==> src/rtl/asfs_defines.svh <==
`ifndef ASFS_DEFINES_SVH
`define ASFS_DEFINES_SVH
// serial clock edges in one conversion
`define ASFS_CONV_EDGES 5'h10
// last falling edge of the track phase
`define ASFS_TRACK_LAST 5'h03
// falling edge that holds the input
`define ASFS_HOLD_EDGE 5'h04
// falling edges that carry the result
`define ASFS_DATA_FIRST 5'h05
`define ASFS_DATA_LAST 5'h0C
// rising edge that completes the control word
`define ASFS_CTRL_LAST 5'h08
// position of the channel field in the control word
`define ASFS_CHAN_LSB 3
// channel selected after reset
`define ASFS_CHAN_RST 3'h0
// result words buffered toward the serializer
`define ASFS_FIFO_DEPTH 32
`endif

==> src/rtl/asfs_pkg.sv <==
`default_nettype none
package asfs_pkg;
  // one converted word with the channel it came from
  typedef struct packed {
    logic [2:0] chan;
    logic [7:0] code;
  } asfs_sample_t;
  // phase of the converter inside a frame
  typedef enum logic [1:0] {
    ASFS_IDLE = 2'b00,
    ASFS_TRACK = 2'b01,
    ASFS_CONVERT = 2'b10
  } asfs_state_t;
endpackage
`default_nettype wire

==> src/rtl/asfs_fifo.sv <==
`timescale 1ns/1ps
`default_nettype none
module asfs_fifo #(
  parameter int W = 11,
  parameter int DEPTH = 32
) (
  // clocking
  input wire logic clock,
  input wire logic rst_n,
  input wire logic ce,
  // filling side
  input wire logic in_valid,
  output logic in_ready,
  input wire logic [W-1:0] in_data,
  // draining side
  output logic out_valid,
  input wire logic out_ready,
  output logic [W-1:0] out_data
);
  localparam int AW = $clog2(DEPTH);
  logic [W-1:0] mem [DEPTH];   // storage
  logic [AW-1:0] wr_ff;        // write pointer
  logic [AW-1:0] rd_ff;        // read pointer
  logic [AW:0] cnt_ff;         // words held
  logic ready_ff;              // room left, a flop so ready never glitches
  logic empty_ff;
  logic push;
  logic pop;
  logic [AW:0] nxt_cnt;

  assign push = in_valid && ready_ff;
  assign pop = out_ready && !empty_ff;
  assign in_ready = ready_ff;
  assign out_valid = !empty_ff;
  assign out_data = mem[rd_ff];

  // occupancy, pushes and pops may coincide
  always_comb begin
    nxt_cnt = cnt_ff;
    if (push && !pop) begin
      nxt_cnt = cnt_ff + 1'b1;
    end else if (pop && !push) begin
      nxt_cnt = cnt_ff - 1'b1;
    end
  end

  // pointers and flags
  always_ff @(posedge clock or negedge rst_n) begin
    if (!rst_n) begin
      wr_ff <= '0;
      rd_ff <= '0;
      cnt_ff <= '0;
      ready_ff <= 1'b1;
      empty_ff <= 1'b1;
    end else if (ce) begin
      if (push) begin
        wr_ff <= (wr_ff == AW'(DEPTH - 1)) ? '0 : wr_ff + 1'b1;
      end
      if (pop) begin
        rd_ff <= (rd_ff == AW'(DEPTH - 1)) ? '0 : rd_ff + 1'b1;
      end
      cnt_ff <= nxt_cnt;
      ready_ff <= (nxt_cnt != (AW+1)'(DEPTH));
      empty_ff <= (nxt_cnt == '0);
    end
  end

  // storage has no reset, nothing reads an empty slot
  always_ff @(posedge clock) begin
    if (ce && push) begin
      mem[wr_ff] <= in_data;
    end
  end
endmodule
`default_nettype wire

==> src/rtl/asfs_sequencer.sv <==
// How it works
// - chip select low frames every transfer
// - output driven only while chip select low
// - serial clock ignored while chip select high
// - first three falling edges are tracking
// - next thirteen cycles convert and shift out
// - zeros, eight result bits MSB first, zeros
// - retrack on fall after each sixteenth rise
// - hold again at fourth fall of conversion
// - select falls, clock high: next fall counts
// - select falls, clock low: counts as edge
// - input held at fourth falling edge
// - control word shifted on first eight rises
// - word bits five to three pick channel
// - channel zero selected after reset
// - simultaneous falls also start tracking
`timescale 1ns/1ps
`default_nettype none
`include "asfs_defines.svh"
module asfs_sequencer #(
  parameter int DEPTH = `ASFS_FIFO_DEPTH
) (
  // clocking
  input wire logic clock,
  input wire logic rst_n,
  input wire logic ce,
  // serial pins
  input wire logic cs_n_pin,
  input wire logic sclk_pin,
  input wire logic din_pin,
  output logic dout,
  output logic dout_oe_n,
  // analog front end
  output logic track,
  output logic hold_req,
  output logic [2:0] hold_chan,
  input wire logic sample_valid,
  input wire asfs_pkg::asfs_sample_t sample_word,
  output logic sample_ready
);
  // pin synchronisers, bit 0 select, bit 1 clock, bit 2 data
  logic [2:0] s1_ff;
  logic [2:0] s2_ff;
  logic [2:0] s3_ff;   // delayed copy for edge detection
  logic cs_n_s;
  logic sclk_s;
  logic din_s;
  logic cs_fall;
  logic cs_rise;
  logic fall_evt;      // one counted falling edge
  logic rise_evt;      // one counted rising edge
  logic new_conv;
  asfs_pkg::asfs_state_t state_ff;
  asfs_pkg::asfs_state_t nxt_state;
  logic [4:0] fcnt_ff;  // falling edges in this conversion
  logic [4:0] rcnt_ff;  // rising edges in this conversion
  logic [4:0] nxt_fcnt;
  logic [6:0] ctrl_ff;  // control word shifted in so far
  logic [7:0] ctrl_word;
  logic [2:0] chan_ff;  // channel for the next hold
  logic [7:0] sh_ff;    // result bits still to leave
  logic dout_ff;
  logic oe_n_ff;
  logic track_ff;
  logic hold_ff;
  logic [2:0] hchan_ff;
  logic pop;
  logic fifo_valid;
  logic fifo_in_ready;
  asfs_pkg::asfs_sample_t fifo_word;

  // two flops before any logic sees a pin
  always_ff @(posedge clock or negedge rst_n) begin
    if (!rst_n) begin
      s1_ff <= 3'h1;
      s2_ff <= 3'h1;
      s3_ff <= 3'h1;
    end else if (ce) begin
      s1_ff <= {din_pin, sclk_pin, cs_n_pin};
      s2_ff <= s1_ff;
      s3_ff <= s2_ff;
    end
  end

  assign cs_n_s = s2_ff[0];
  assign sclk_s = s2_ff[1];
  assign din_s = s2_ff[2];
  assign cs_fall = s3_ff[0] && !cs_n_s;
  assign cs_rise = !s3_ff[0] && cs_n_s;
  // clock edges only count while selected
  assign fall_evt = !cs_n_s && ((s3_ff[1] && !sclk_s) || (cs_fall && !sclk_s));
  assign rise_evt = !cs_n_s && !s3_ff[1] && sclk_s && (state_ff != asfs_pkg::ASFS_IDLE);
  // a fall after the sixteenth rise opens the next conversion
  assign new_conv = fall_evt && ((state_ff == asfs_pkg::ASFS_IDLE)
                    || (rcnt_ff == `ASFS_CONV_EDGES));
  assign nxt_fcnt = new_conv ? 5'h01 : ((fcnt_ff == 5'h1F) ? fcnt_ff : fcnt_ff + 5'h01);
  assign ctrl_word = {ctrl_ff, din_s};
  assign pop = fall_evt && (nxt_fcnt == `ASFS_DATA_FIRST);

  // phase decision
  always_comb begin
    nxt_state = state_ff;
    if (cs_n_s) begin
      nxt_state = asfs_pkg::ASFS_IDLE;
    end else if (fall_evt) begin
      if (nxt_fcnt <= `ASFS_TRACK_LAST) begin
        nxt_state = asfs_pkg::ASFS_TRACK;
      end else begin
        nxt_state = asfs_pkg::ASFS_CONVERT;
      end
    end
  end

  // phase and edge counters, dropped whenever select is high
  always_ff @(posedge clock or negedge rst_n) begin
    if (!rst_n) begin
      state_ff <= asfs_pkg::ASFS_IDLE;
      fcnt_ff <= 5'h00;
      rcnt_ff <= 5'h00;
      track_ff <= 1'b0;
    end else if (ce) begin
      state_ff <= nxt_state;
      track_ff <= (nxt_state == asfs_pkg::ASFS_TRACK);
      if (cs_n_s) begin
        fcnt_ff <= 5'h00;
        rcnt_ff <= 5'h00;
      end else begin
        if (fall_evt) begin
          fcnt_ff <= nxt_fcnt;
        end
        if (new_conv) begin
          rcnt_ff <= 5'h00;
        end else if (rise_evt && rcnt_ff != 5'h1F) begin
          rcnt_ff <= rcnt_ff + 5'h01;
        end
      end
    end
  end

  // hold strobe to the front end, with the latched channel
  always_ff @(posedge clock or negedge rst_n) begin
    if (!rst_n) begin
      hold_ff <= 1'b0;
      hchan_ff <= `ASFS_CHAN_RST;
    end else if (ce) begin
      hold_ff <= fall_evt && !new_conv && (nxt_fcnt == `ASFS_HOLD_EDGE);
      if (fall_evt && !new_conv && (nxt_fcnt == `ASFS_HOLD_EDGE)) begin
        hchan_ff <= chan_ff;
      end
    end
  end

  // control word capture, the host refreshes it each conversion
  always_ff @(posedge clock or negedge rst_n) begin
    if (!rst_n) begin
      ctrl_ff <= 7'h00;
      chan_ff <= `ASFS_CHAN_RST;
    end else if (ce) begin
      if (rise_evt && rcnt_ff < `ASFS_CTRL_LAST) begin
        ctrl_ff <= ctrl_word[6:0];
        if (rcnt_ff == `ASFS_CTRL_LAST - 5'h01) begin
          chan_ff <= ctrl_word[`ASFS_CHAN_LSB +: 3];
        end
      end
    end
  end

  // output shifter; an empty buffer sends zeros rather than stalling the link
  always_ff @(posedge clock or negedge rst_n) begin
    if (!rst_n) begin
      dout_ff <= 1'b0;
      sh_ff <= 8'h00;
      oe_n_ff <= 1'b1;
    end else if (ce) begin
      oe_n_ff <= cs_n_s;
      if (cs_n_s) begin
        dout_ff <= 1'b0;
      end else if (fall_evt) begin
        if (pop) begin
          dout_ff <= fifo_valid && fifo_word.code[7];
          sh_ff <= fifo_valid ? {fifo_word.code[6:0], 1'b0} : 8'h00;
        end else if (!new_conv && nxt_fcnt > `ASFS_DATA_FIRST
                     && nxt_fcnt <= `ASFS_DATA_LAST) begin
          dout_ff <= sh_ff[7];
          sh_ff <= {sh_ff[6:0], 1'b0};
        end else begin
          dout_ff <= 1'b0;
        end
      end
    end
  end

  // results wait here between front end and shifter
  asfs_fifo #(
    .W($bits(asfs_pkg::asfs_sample_t)),
    .DEPTH(DEPTH)
  ) u_fifo (
    .clock(clock),
    .rst_n(rst_n),
    .ce(ce),
    .in_valid(sample_valid),
    .in_ready(fifo_in_ready),
    .in_data(sample_word),
    .out_valid(fifo_valid),
    .out_ready(pop),
    .out_data(fifo_word)
  );

  assign dout = dout_ff;
  assign dout_oe_n = oe_n_ff;
  assign track = track_ff;
  assign hold_req = hold_ff;
  assign hold_chan = hchan_ff;
  assign sample_ready = fifo_in_ready;

  // checks next to the logic
  AST_OE_DESELECT: assert property (@(posedge clock) disable iff (!rst_n)
    (ce && cs_n_s) |=> dout_oe_n && !dout) else $error("output driven while deselected");
  AST_OE_SELECT: assert property (@(posedge clock) disable iff (!rst_n)
    (ce && !cs_n_s) |=> !dout_oe_n) else $error("output not driven while selected");
  AST_GATED: assert property (@(posedge clock) disable iff (!rst_n)
    (ce && cs_n_s) |=> !track && !hold_req && fcnt_ff == 5'h00) else $error("clock seen deselected");
  AST_TRACK_SPAN: assert property (@(posedge clock) disable iff (!rst_n)
    track |-> (fcnt_ff >= 5'h01 && fcnt_ff <= 5'h03)) else $error("track outside edges one to three");
  AST_CONV_SPAN: assert property (@(posedge clock) disable iff (!rst_n)
    (state_ff == asfs_pkg::ASFS_CONVERT) |-> fcnt_ff >= 5'h04) else $error("convert too early");
  AST_HOLD_EDGE: assert property (@(posedge clock) disable iff (!rst_n)
    hold_req |-> (fcnt_ff == 5'h04 && $past(track))) else $error("hold not at fourth fall");
  AST_LEAD_ZERO: assert property (@(posedge clock) disable iff (!rst_n)
    (ce && fall_evt && (new_conv || nxt_fcnt < 5'h05)) |=> !dout) else $error("leading bit not zero");
  AST_TRAIL_ZERO: assert property (@(posedge clock) disable iff (!rst_n)
    (ce && fall_evt && !new_conv && nxt_fcnt > 5'h0C) |=> !dout) else $error("trailing bit not zero");
  AST_RETRACK: assert property (@(posedge clock) disable iff (!rst_n)
    (ce && fall_evt && rcnt_ff == 5'h10) |=> track && fcnt_ff == 5'h01) else $error("no retrack");
  AST_CS_LOW_CLK: assert property (@(posedge clock) disable iff (!rst_n)
    (ce && cs_fall && !sclk_s) |=> track && fcnt_ff == 5'h01) else $error("select fall not edge one");
  AST_CS_HIGH_CLK: assert property (@(posedge clock) disable iff (!rst_n)
    (ce && cs_fall && sclk_s) |=> state_ff == asfs_pkg::ASFS_IDLE) else $error("counted early");
  AST_CHAN_LOAD: assert property (@(posedge clock) disable iff (!rst_n)
    (ce && rise_evt && rcnt_ff == 5'h07) |=> chan_ff == $past(ctrl_word[5:3])) else $error("bad channel");
endmodule
`default_nettype wire

==> config.mk <==
export PLATFORM = sky130hd
export DESIGN_NAME = asfs_sequencer
export DESIGN_NICKNAME = d
export VERILOG_FILES = /design/src/rtl/asfs_pkg.sv /design/src/rtl/asfs_fifo.sv /design/src/rtl/asfs_sequencer.sv
export VERILOG_INCLUDE_DIRS = /design/src /design/src/rtl
export SDC_FILE = /design/constraint.sdc
export NUM_CORES = 1
export LEC_CHECK = 0
export ABC_AREA = 1
export ABC_CLOCK_PERIOD_IN_PS = 4800
export BUFFER_PORTS_ARGS = -buffer_cell sky130_fd_sc_hd__buf_2
export CORE_MARGIN = 2
export CORE_UTILIZATION = 49
export DETAILED_ROUTE_END_ITERATION = 16
export MAX_ROUTING_LAYER = met4
export REMOVE_ABC_BUFFERS = 1
export SYNTH_ARGS = -nofsm -noshare
export SYNTH_HDL_FRONTEND = slang
export SYNTH_SLANG_ARGS = --single-unit
==> constraint.sdc <==
create_clock -name clock -period 4.8 [get_ports clock]
set_input_delay 0.24 -clock clock [delete_from_list [all_inputs] [get_ports clock]]
set_output_delay 0.24 -clock clock [all_outputs]
set_load 0.01 [all_outputs]
After elaboration in Yosys (flattened, before gate mapping). Memories as Yosys holds them, arrays and structs flattened. Cells that the tools add are included.

Memories kept: 1. Output and inout bits: 8. Register bits: 61. Logic and storage cells: 108. RAM bits: 352.

$add $sub $neg: 6. Reductions and logical operators: 44. Multiplexer cells: 23. Order comparisons: 4. Equal/unequal tests: 10. Bitwise operators: 1.

Memories: u_fifo.mem (words 32, width 11, rd ports 1, clocked after Yosys merged registers in 0, wr ports 1, line asfs_fifo.sv:21) `logic [W-1:0] mem [DEPTH];`.

Operators with widths (count): 5-bit two-way mux (9); 8-bit two-way mux (3); 1-bit logical AND (21); 5-bit by 1-bit adder with 5-bit output, second input constant (4); 5-bit == test, second input constant (4); 5-bit by 3-bit == test with 1-bit output, second input constant (3); 6-bit two-way mux (2); 2-bit AND reduction (6); 1-bit logical NOT (7); 6-bit by 1-bit adder with 6-bit output, second input constant (1); 6-bit logical NOT (1); 1-bit two-way mux (6); 2-bit two-way mux (3); 6-bit inequality test, second input constant (1); 2-bit nonzero test (3); 6-bit by 1-bit subtractor with 6-bit output, second input constant (1); 5-bit by 3-bit greater-than comparator with 1-bit output, second input constant (1); 5-bit by 2-bit less-or-equal comparator with 1-bit output, second input constant (1); 5-bit by 4-bit less-or-equal comparator with 1-bit output, second input constant (1); 5-bit by 4-bit less-than comparator with 1-bit output, second input constant (1); 5-bit inequality test, second input constant (1); 4-bit AND reduction (1); 3-bit AND reduction (1); 3-bit nonzero test (1); other kinds (4) (5).

Logic depth before layout (Yosys ltp).
Word-level depth: 14. Depth in mapped cells: 19. Gate-level depth less buffers: 19.

Hierarchy. A second synthesis with hierarchy kept.

Cell total of the unflattened synthesis: 1544. Area total of the unflattened synthesis: 17476.8 um^2.

Modules (own cells, without submodules): asfs_fifo (cells each 1270, area each 15242.1 um^2, instances 1, sequential area each 11023.1 um^2); asfs_sequencer (cells each 274, area each 2234.6 um^2, instances 1, sequential area each 1029.7 um^2).

Worst setup path before layout. OpenSTA, ideal clock, no wires.

Path type: register to register. Start point: register u_fifo.ready_ff, in the netlist u_fifo.in_ready. End point: memory u_fifo.mem[0][0], enable pin. Path buffers: 1. Cell stages (with the launch flop): 6. Period minus slack after synthesis: 2099 ps. Setup time: 370 ps. Data required time: 4430 ps. Path slack: 2701 ps. Data arrival time: 1729 ps. Cells stage by stage: dfstp_2 -> nand2_1 -> nor2_1 -> clkbuf_1 -> nand2_1 -> nor2_1.

Word-level cells in the longest chain between the ends: 4.

Ends and longest elaborated chain: start, declared (line asfs_fifo.sv:25) `logic ready_ff;`; start signal, assigned (line asfs_fifo.sv:63) `ready_ff <= (nxt_cnt != (AW+1)'(DEPTH));`; 1-bit logical AND (line asfs_fifo.sv:31) `assign push = in_valid && ready_ff;`; 1-bit logical AND (line asfs_fifo.sv:70) `if (ce && push) begin`; 1-bit two-way mux (line asfs_fifo.sv:70); 1-bit two-way mux (not written as such) (line asfs_fifo.sv:71) `mem[wr_ff] <= in_data;`; end, declared (line asfs_fifo.sv:21).

No other way between the ends.

Worst setup path after layout.
Start point: register u_fifo.ready_ff, in the netlist u_fifo.in_ready. End point: memory u_fifo.mem[4][6], enable pin.

The elaborated chain is that of the path after synthesis.

==> results.ini <==
[clocking]
clkLatencyLatePin_ns = 0.53
cts_made_buffers = 35
cts_buffer_depth = 3
cts_resized = 0
cts.sinks = 315
cts_tree = yes
path_clk_slew_ns = 0.06
htreeDepth = 2
cts_root_buf = clkbuf_16

[yosys]
synthCells = 1134
synth-edff-count = 256
yosys_register_bits = 315
synthArstFlopShare_pct = 18.7
ys_types = 40
synth_warnings = 0
ys.flop_type = edfxtp_1
yosysTopAreaCell = edfxtp_1
ys_seq_area_share_pct = 68.9
synth_area_um2 = 13300
avgSynthCellArea_um2 = 11.7
synth.area.top_cells = edfxtp_1 (58%), dfrtp_1 (10%), o21ai_0 (6.0%)
yosysTopAreaCellShare_pct = 57.8

[floorplan]
core_area_um2 = 26800
start_util_pct = 49.6
pin_count = 26
die_w_um = 169
fp-row-count = 60
die_area_um2 = 28500
die-height_um = 169

[global_route]
grt_pass1_wl_um = 47000
grt_pass1_vias = 8314
overflow = 0
grt_max_degree = 71
grt_usage_pct = 22.2
antenna_found_initial = 0

[sta]
min_period_ns = 3.09
rsz0062_at_grt = no
hold_viol = 0
fin_setup_tns_ns = 0
fin_ws_ns = 1.71
clock_skew_ns = 0.0313
slew_headroom_pct = 21.3
drv_slew = 0
fmax_mhz = 324
period_share_pct = 64.4
whs_ns = 0.131
worstMarginPinSlew_ns = 1.17
setup_viol = 0

[worst_setup_path]
r2r-start = u_fifo.in_ready
cp.arrival_ns = 3.21
reg2reg_depth = 4
timing.rr.end = u_fifo.mem[4][6]
rrSetupSlack_ns = 1.71
cp.required_ns = 4.92
crit_type = register to register
cp_max_fo = 12
cp-start-kind = register
end_kind = register

[outcome]
outcome = finished, final reports clean

[pwr]
power_w = 0.00818
powerDensity_nw_per_um2 = 553
power.leakage_nw = 5.21
vdd_drop_max_v = 0.000303

[finish]
final_nets = 1178
drive_above_1_share_pct = 10.4
n_antenna_cell = 0
areaGrowthSynthToFinish_pct = 11.0
postLayoutCellArea_um2 = 14800

[detailed_routing]
num_vias = 8723
wl_per_cell_um = 19.9
drc = 0
wl_um = 30100
detail-route-antenna-nets = 0
via_per_inst = 5.77
drt-pass1-iter-count = 5
drt-initial-drc-count = 807

[min_path]
min_from = ce
min_to = s1_ff[0]
hold_path_depth = 3
min_path_type = primary input to register

[place]
post_dp_cell_area_um2 = 13700
dp_hpwl_um = 18000
dpl_worst_slack_ns = 1.74
io_buffers = 22
gp_congestion = 0.881

[flow_run]
cap_violations = 0

worst max-delay path by stage:
| stage | startpoint | end | slack (ns) | cells past startpoint |
|---|---|---|---|---|
| 2_1_floorplan | u_fifo.rd_ff[0] | dout | -0.26 | 9 |
| 3_3_place_gp | u_fifo.in_ready | u_fifo.mem[0][7] | 1.82 | 4 |
| 3_5_place_dp | u_fifo.in_ready | u_fifo.mem[11][7] | 1.74 | 6 |
| 4_1_cts | u_fifo.in_ready | u_fifo.mem[0][5] | 1.73 | 4 |
| 5_1_grt | u_fifo.in_ready | u_fifo.mem[0][5] | 1.48 | 4 |
| 6_report | u_fifo.in_ready | u_fifo.mem[4][6] | 1.71 | 4 |
area by class of cell:
cell class | count | area, um^2
inverters | 60 | 228
repair buffers | 36 | 238
clock inverters | 12 | 70.1
multi-input cells | 699 | 3660
flip-flops and latches | 315 | 9180
clock buffers | 50 | 973
fillers | 2230 | 12000
well taps | 341 | 427
layout by cell type, fill, tap and decap left out, drive strengths merged:
cell and count:
o211ai 9, xor2 5, dfstp 5, mux2 4
nor3 8, dlygate4sd3 4, a22oi 1, o21ai 166
o21a 1, ha 13, dfrtp 54, nor2 193
a21oi 18, clkinv 18, buf 32, inv 54
nand2 126, nand3 63, nor3b 2, nand4 14
o22ai 13, edfxtp 256, a221oi 1, o221ai 56
clkbuf 50, a31oi 6
cell families after synthesis:
family / Yosys count / synth area share [%]
XOR/XNOR: 5 / 0.329
multiplexers: 4 / 0.339
flip-flops: 315 / 68.9
AND/OR/NAND/NOR: 406 / 13.2
buffers and inverters: 120 / 3.56
AO/OA/AOI/OAI: 271 / 12.4
adder cells (fa/ha/maj): 13 / 1.22
critical path, cell delays in order, from the launching register on:
cell and delay [ns]:
dfstp_2 0.53, nand2_1 0.19, nor2_1 0.61, nand2_1 0.56, nor2_1 0.79
state kept, by name, summed over array words and instances, names as in the netlist, 3 cells and up:
name,count
s2_ff,3
fcnt_ff,5
u_fifo.mem,256
u_fifo.wr_ff,5
rcnt_ff,5
ctrl_ff,5
s1_ff,3
u_fifo.cnt_ff,6
chan_ff,3
sh_ff,7
hold_chan,3
u_fifo.rd_ff,5
Yosys cell counts (2+ instances only):
cell type	number
nor2_4	3
edfxtp_1	256
inv_2	4
nor2_2	4
nand2_1	116
nor3b_1	2
o21ai_0	160
buf_2	12
a21oi_1	18
inv_1	51
ha_1	13
a31oi_1	3
dfrtp_1	54
clkbuf_1	47
dfstp_2	5
o21ai_2	2
o221ai_1	56
nand4_1	12
o211ai_1	9
xor2_1	5
o22ai_1	13
nor2_1	186
mux2_2	4
a31oi_2	3
nand3_1	61
clkinv_1	4
o21ai_1	4
nor3_1	7
nand2_2	9
metal layers:
metal  global-route usage [%]  up-vias  share of wire, %
met1                     31.2     4299                46
met2                     34.0      231                47
met4                     6.48        0               1.8
li1                         -     4155                 -
met3                     3.23       38               5.5
met5                        -        -                 0
report_power, final:
group / switching (W) / internal, W
Combinational: 0.00157 / 0.000699
Sequential: 0.000299 / 0.00316
Clock: 0.00103 / 0.00141
metrics by stage:
| stage | util, % | std cells |
|---|---|---|
| 2_1_floorplan | - | 1074 |
| 3_3_place_gp | 51.1 | 1447 |
| 3_5_place_dp | 51.1 | 1447 |
| 4_1_cts | 55.1 | 1513 |
| 5_1_grt | 55.1 | 1513 |
| 6_report | 55.1 | 1513 |
what timing repair did:
item | 4_1_cts | 5_1_grt
hold buffers | 4 | 0
buffers inserted | 0 | 0
hold endpoints to repair | 15 | 0
endpoints found under the setup margin | 0 | 0
No activity file was read; power rests on OpenSTA's default activity.
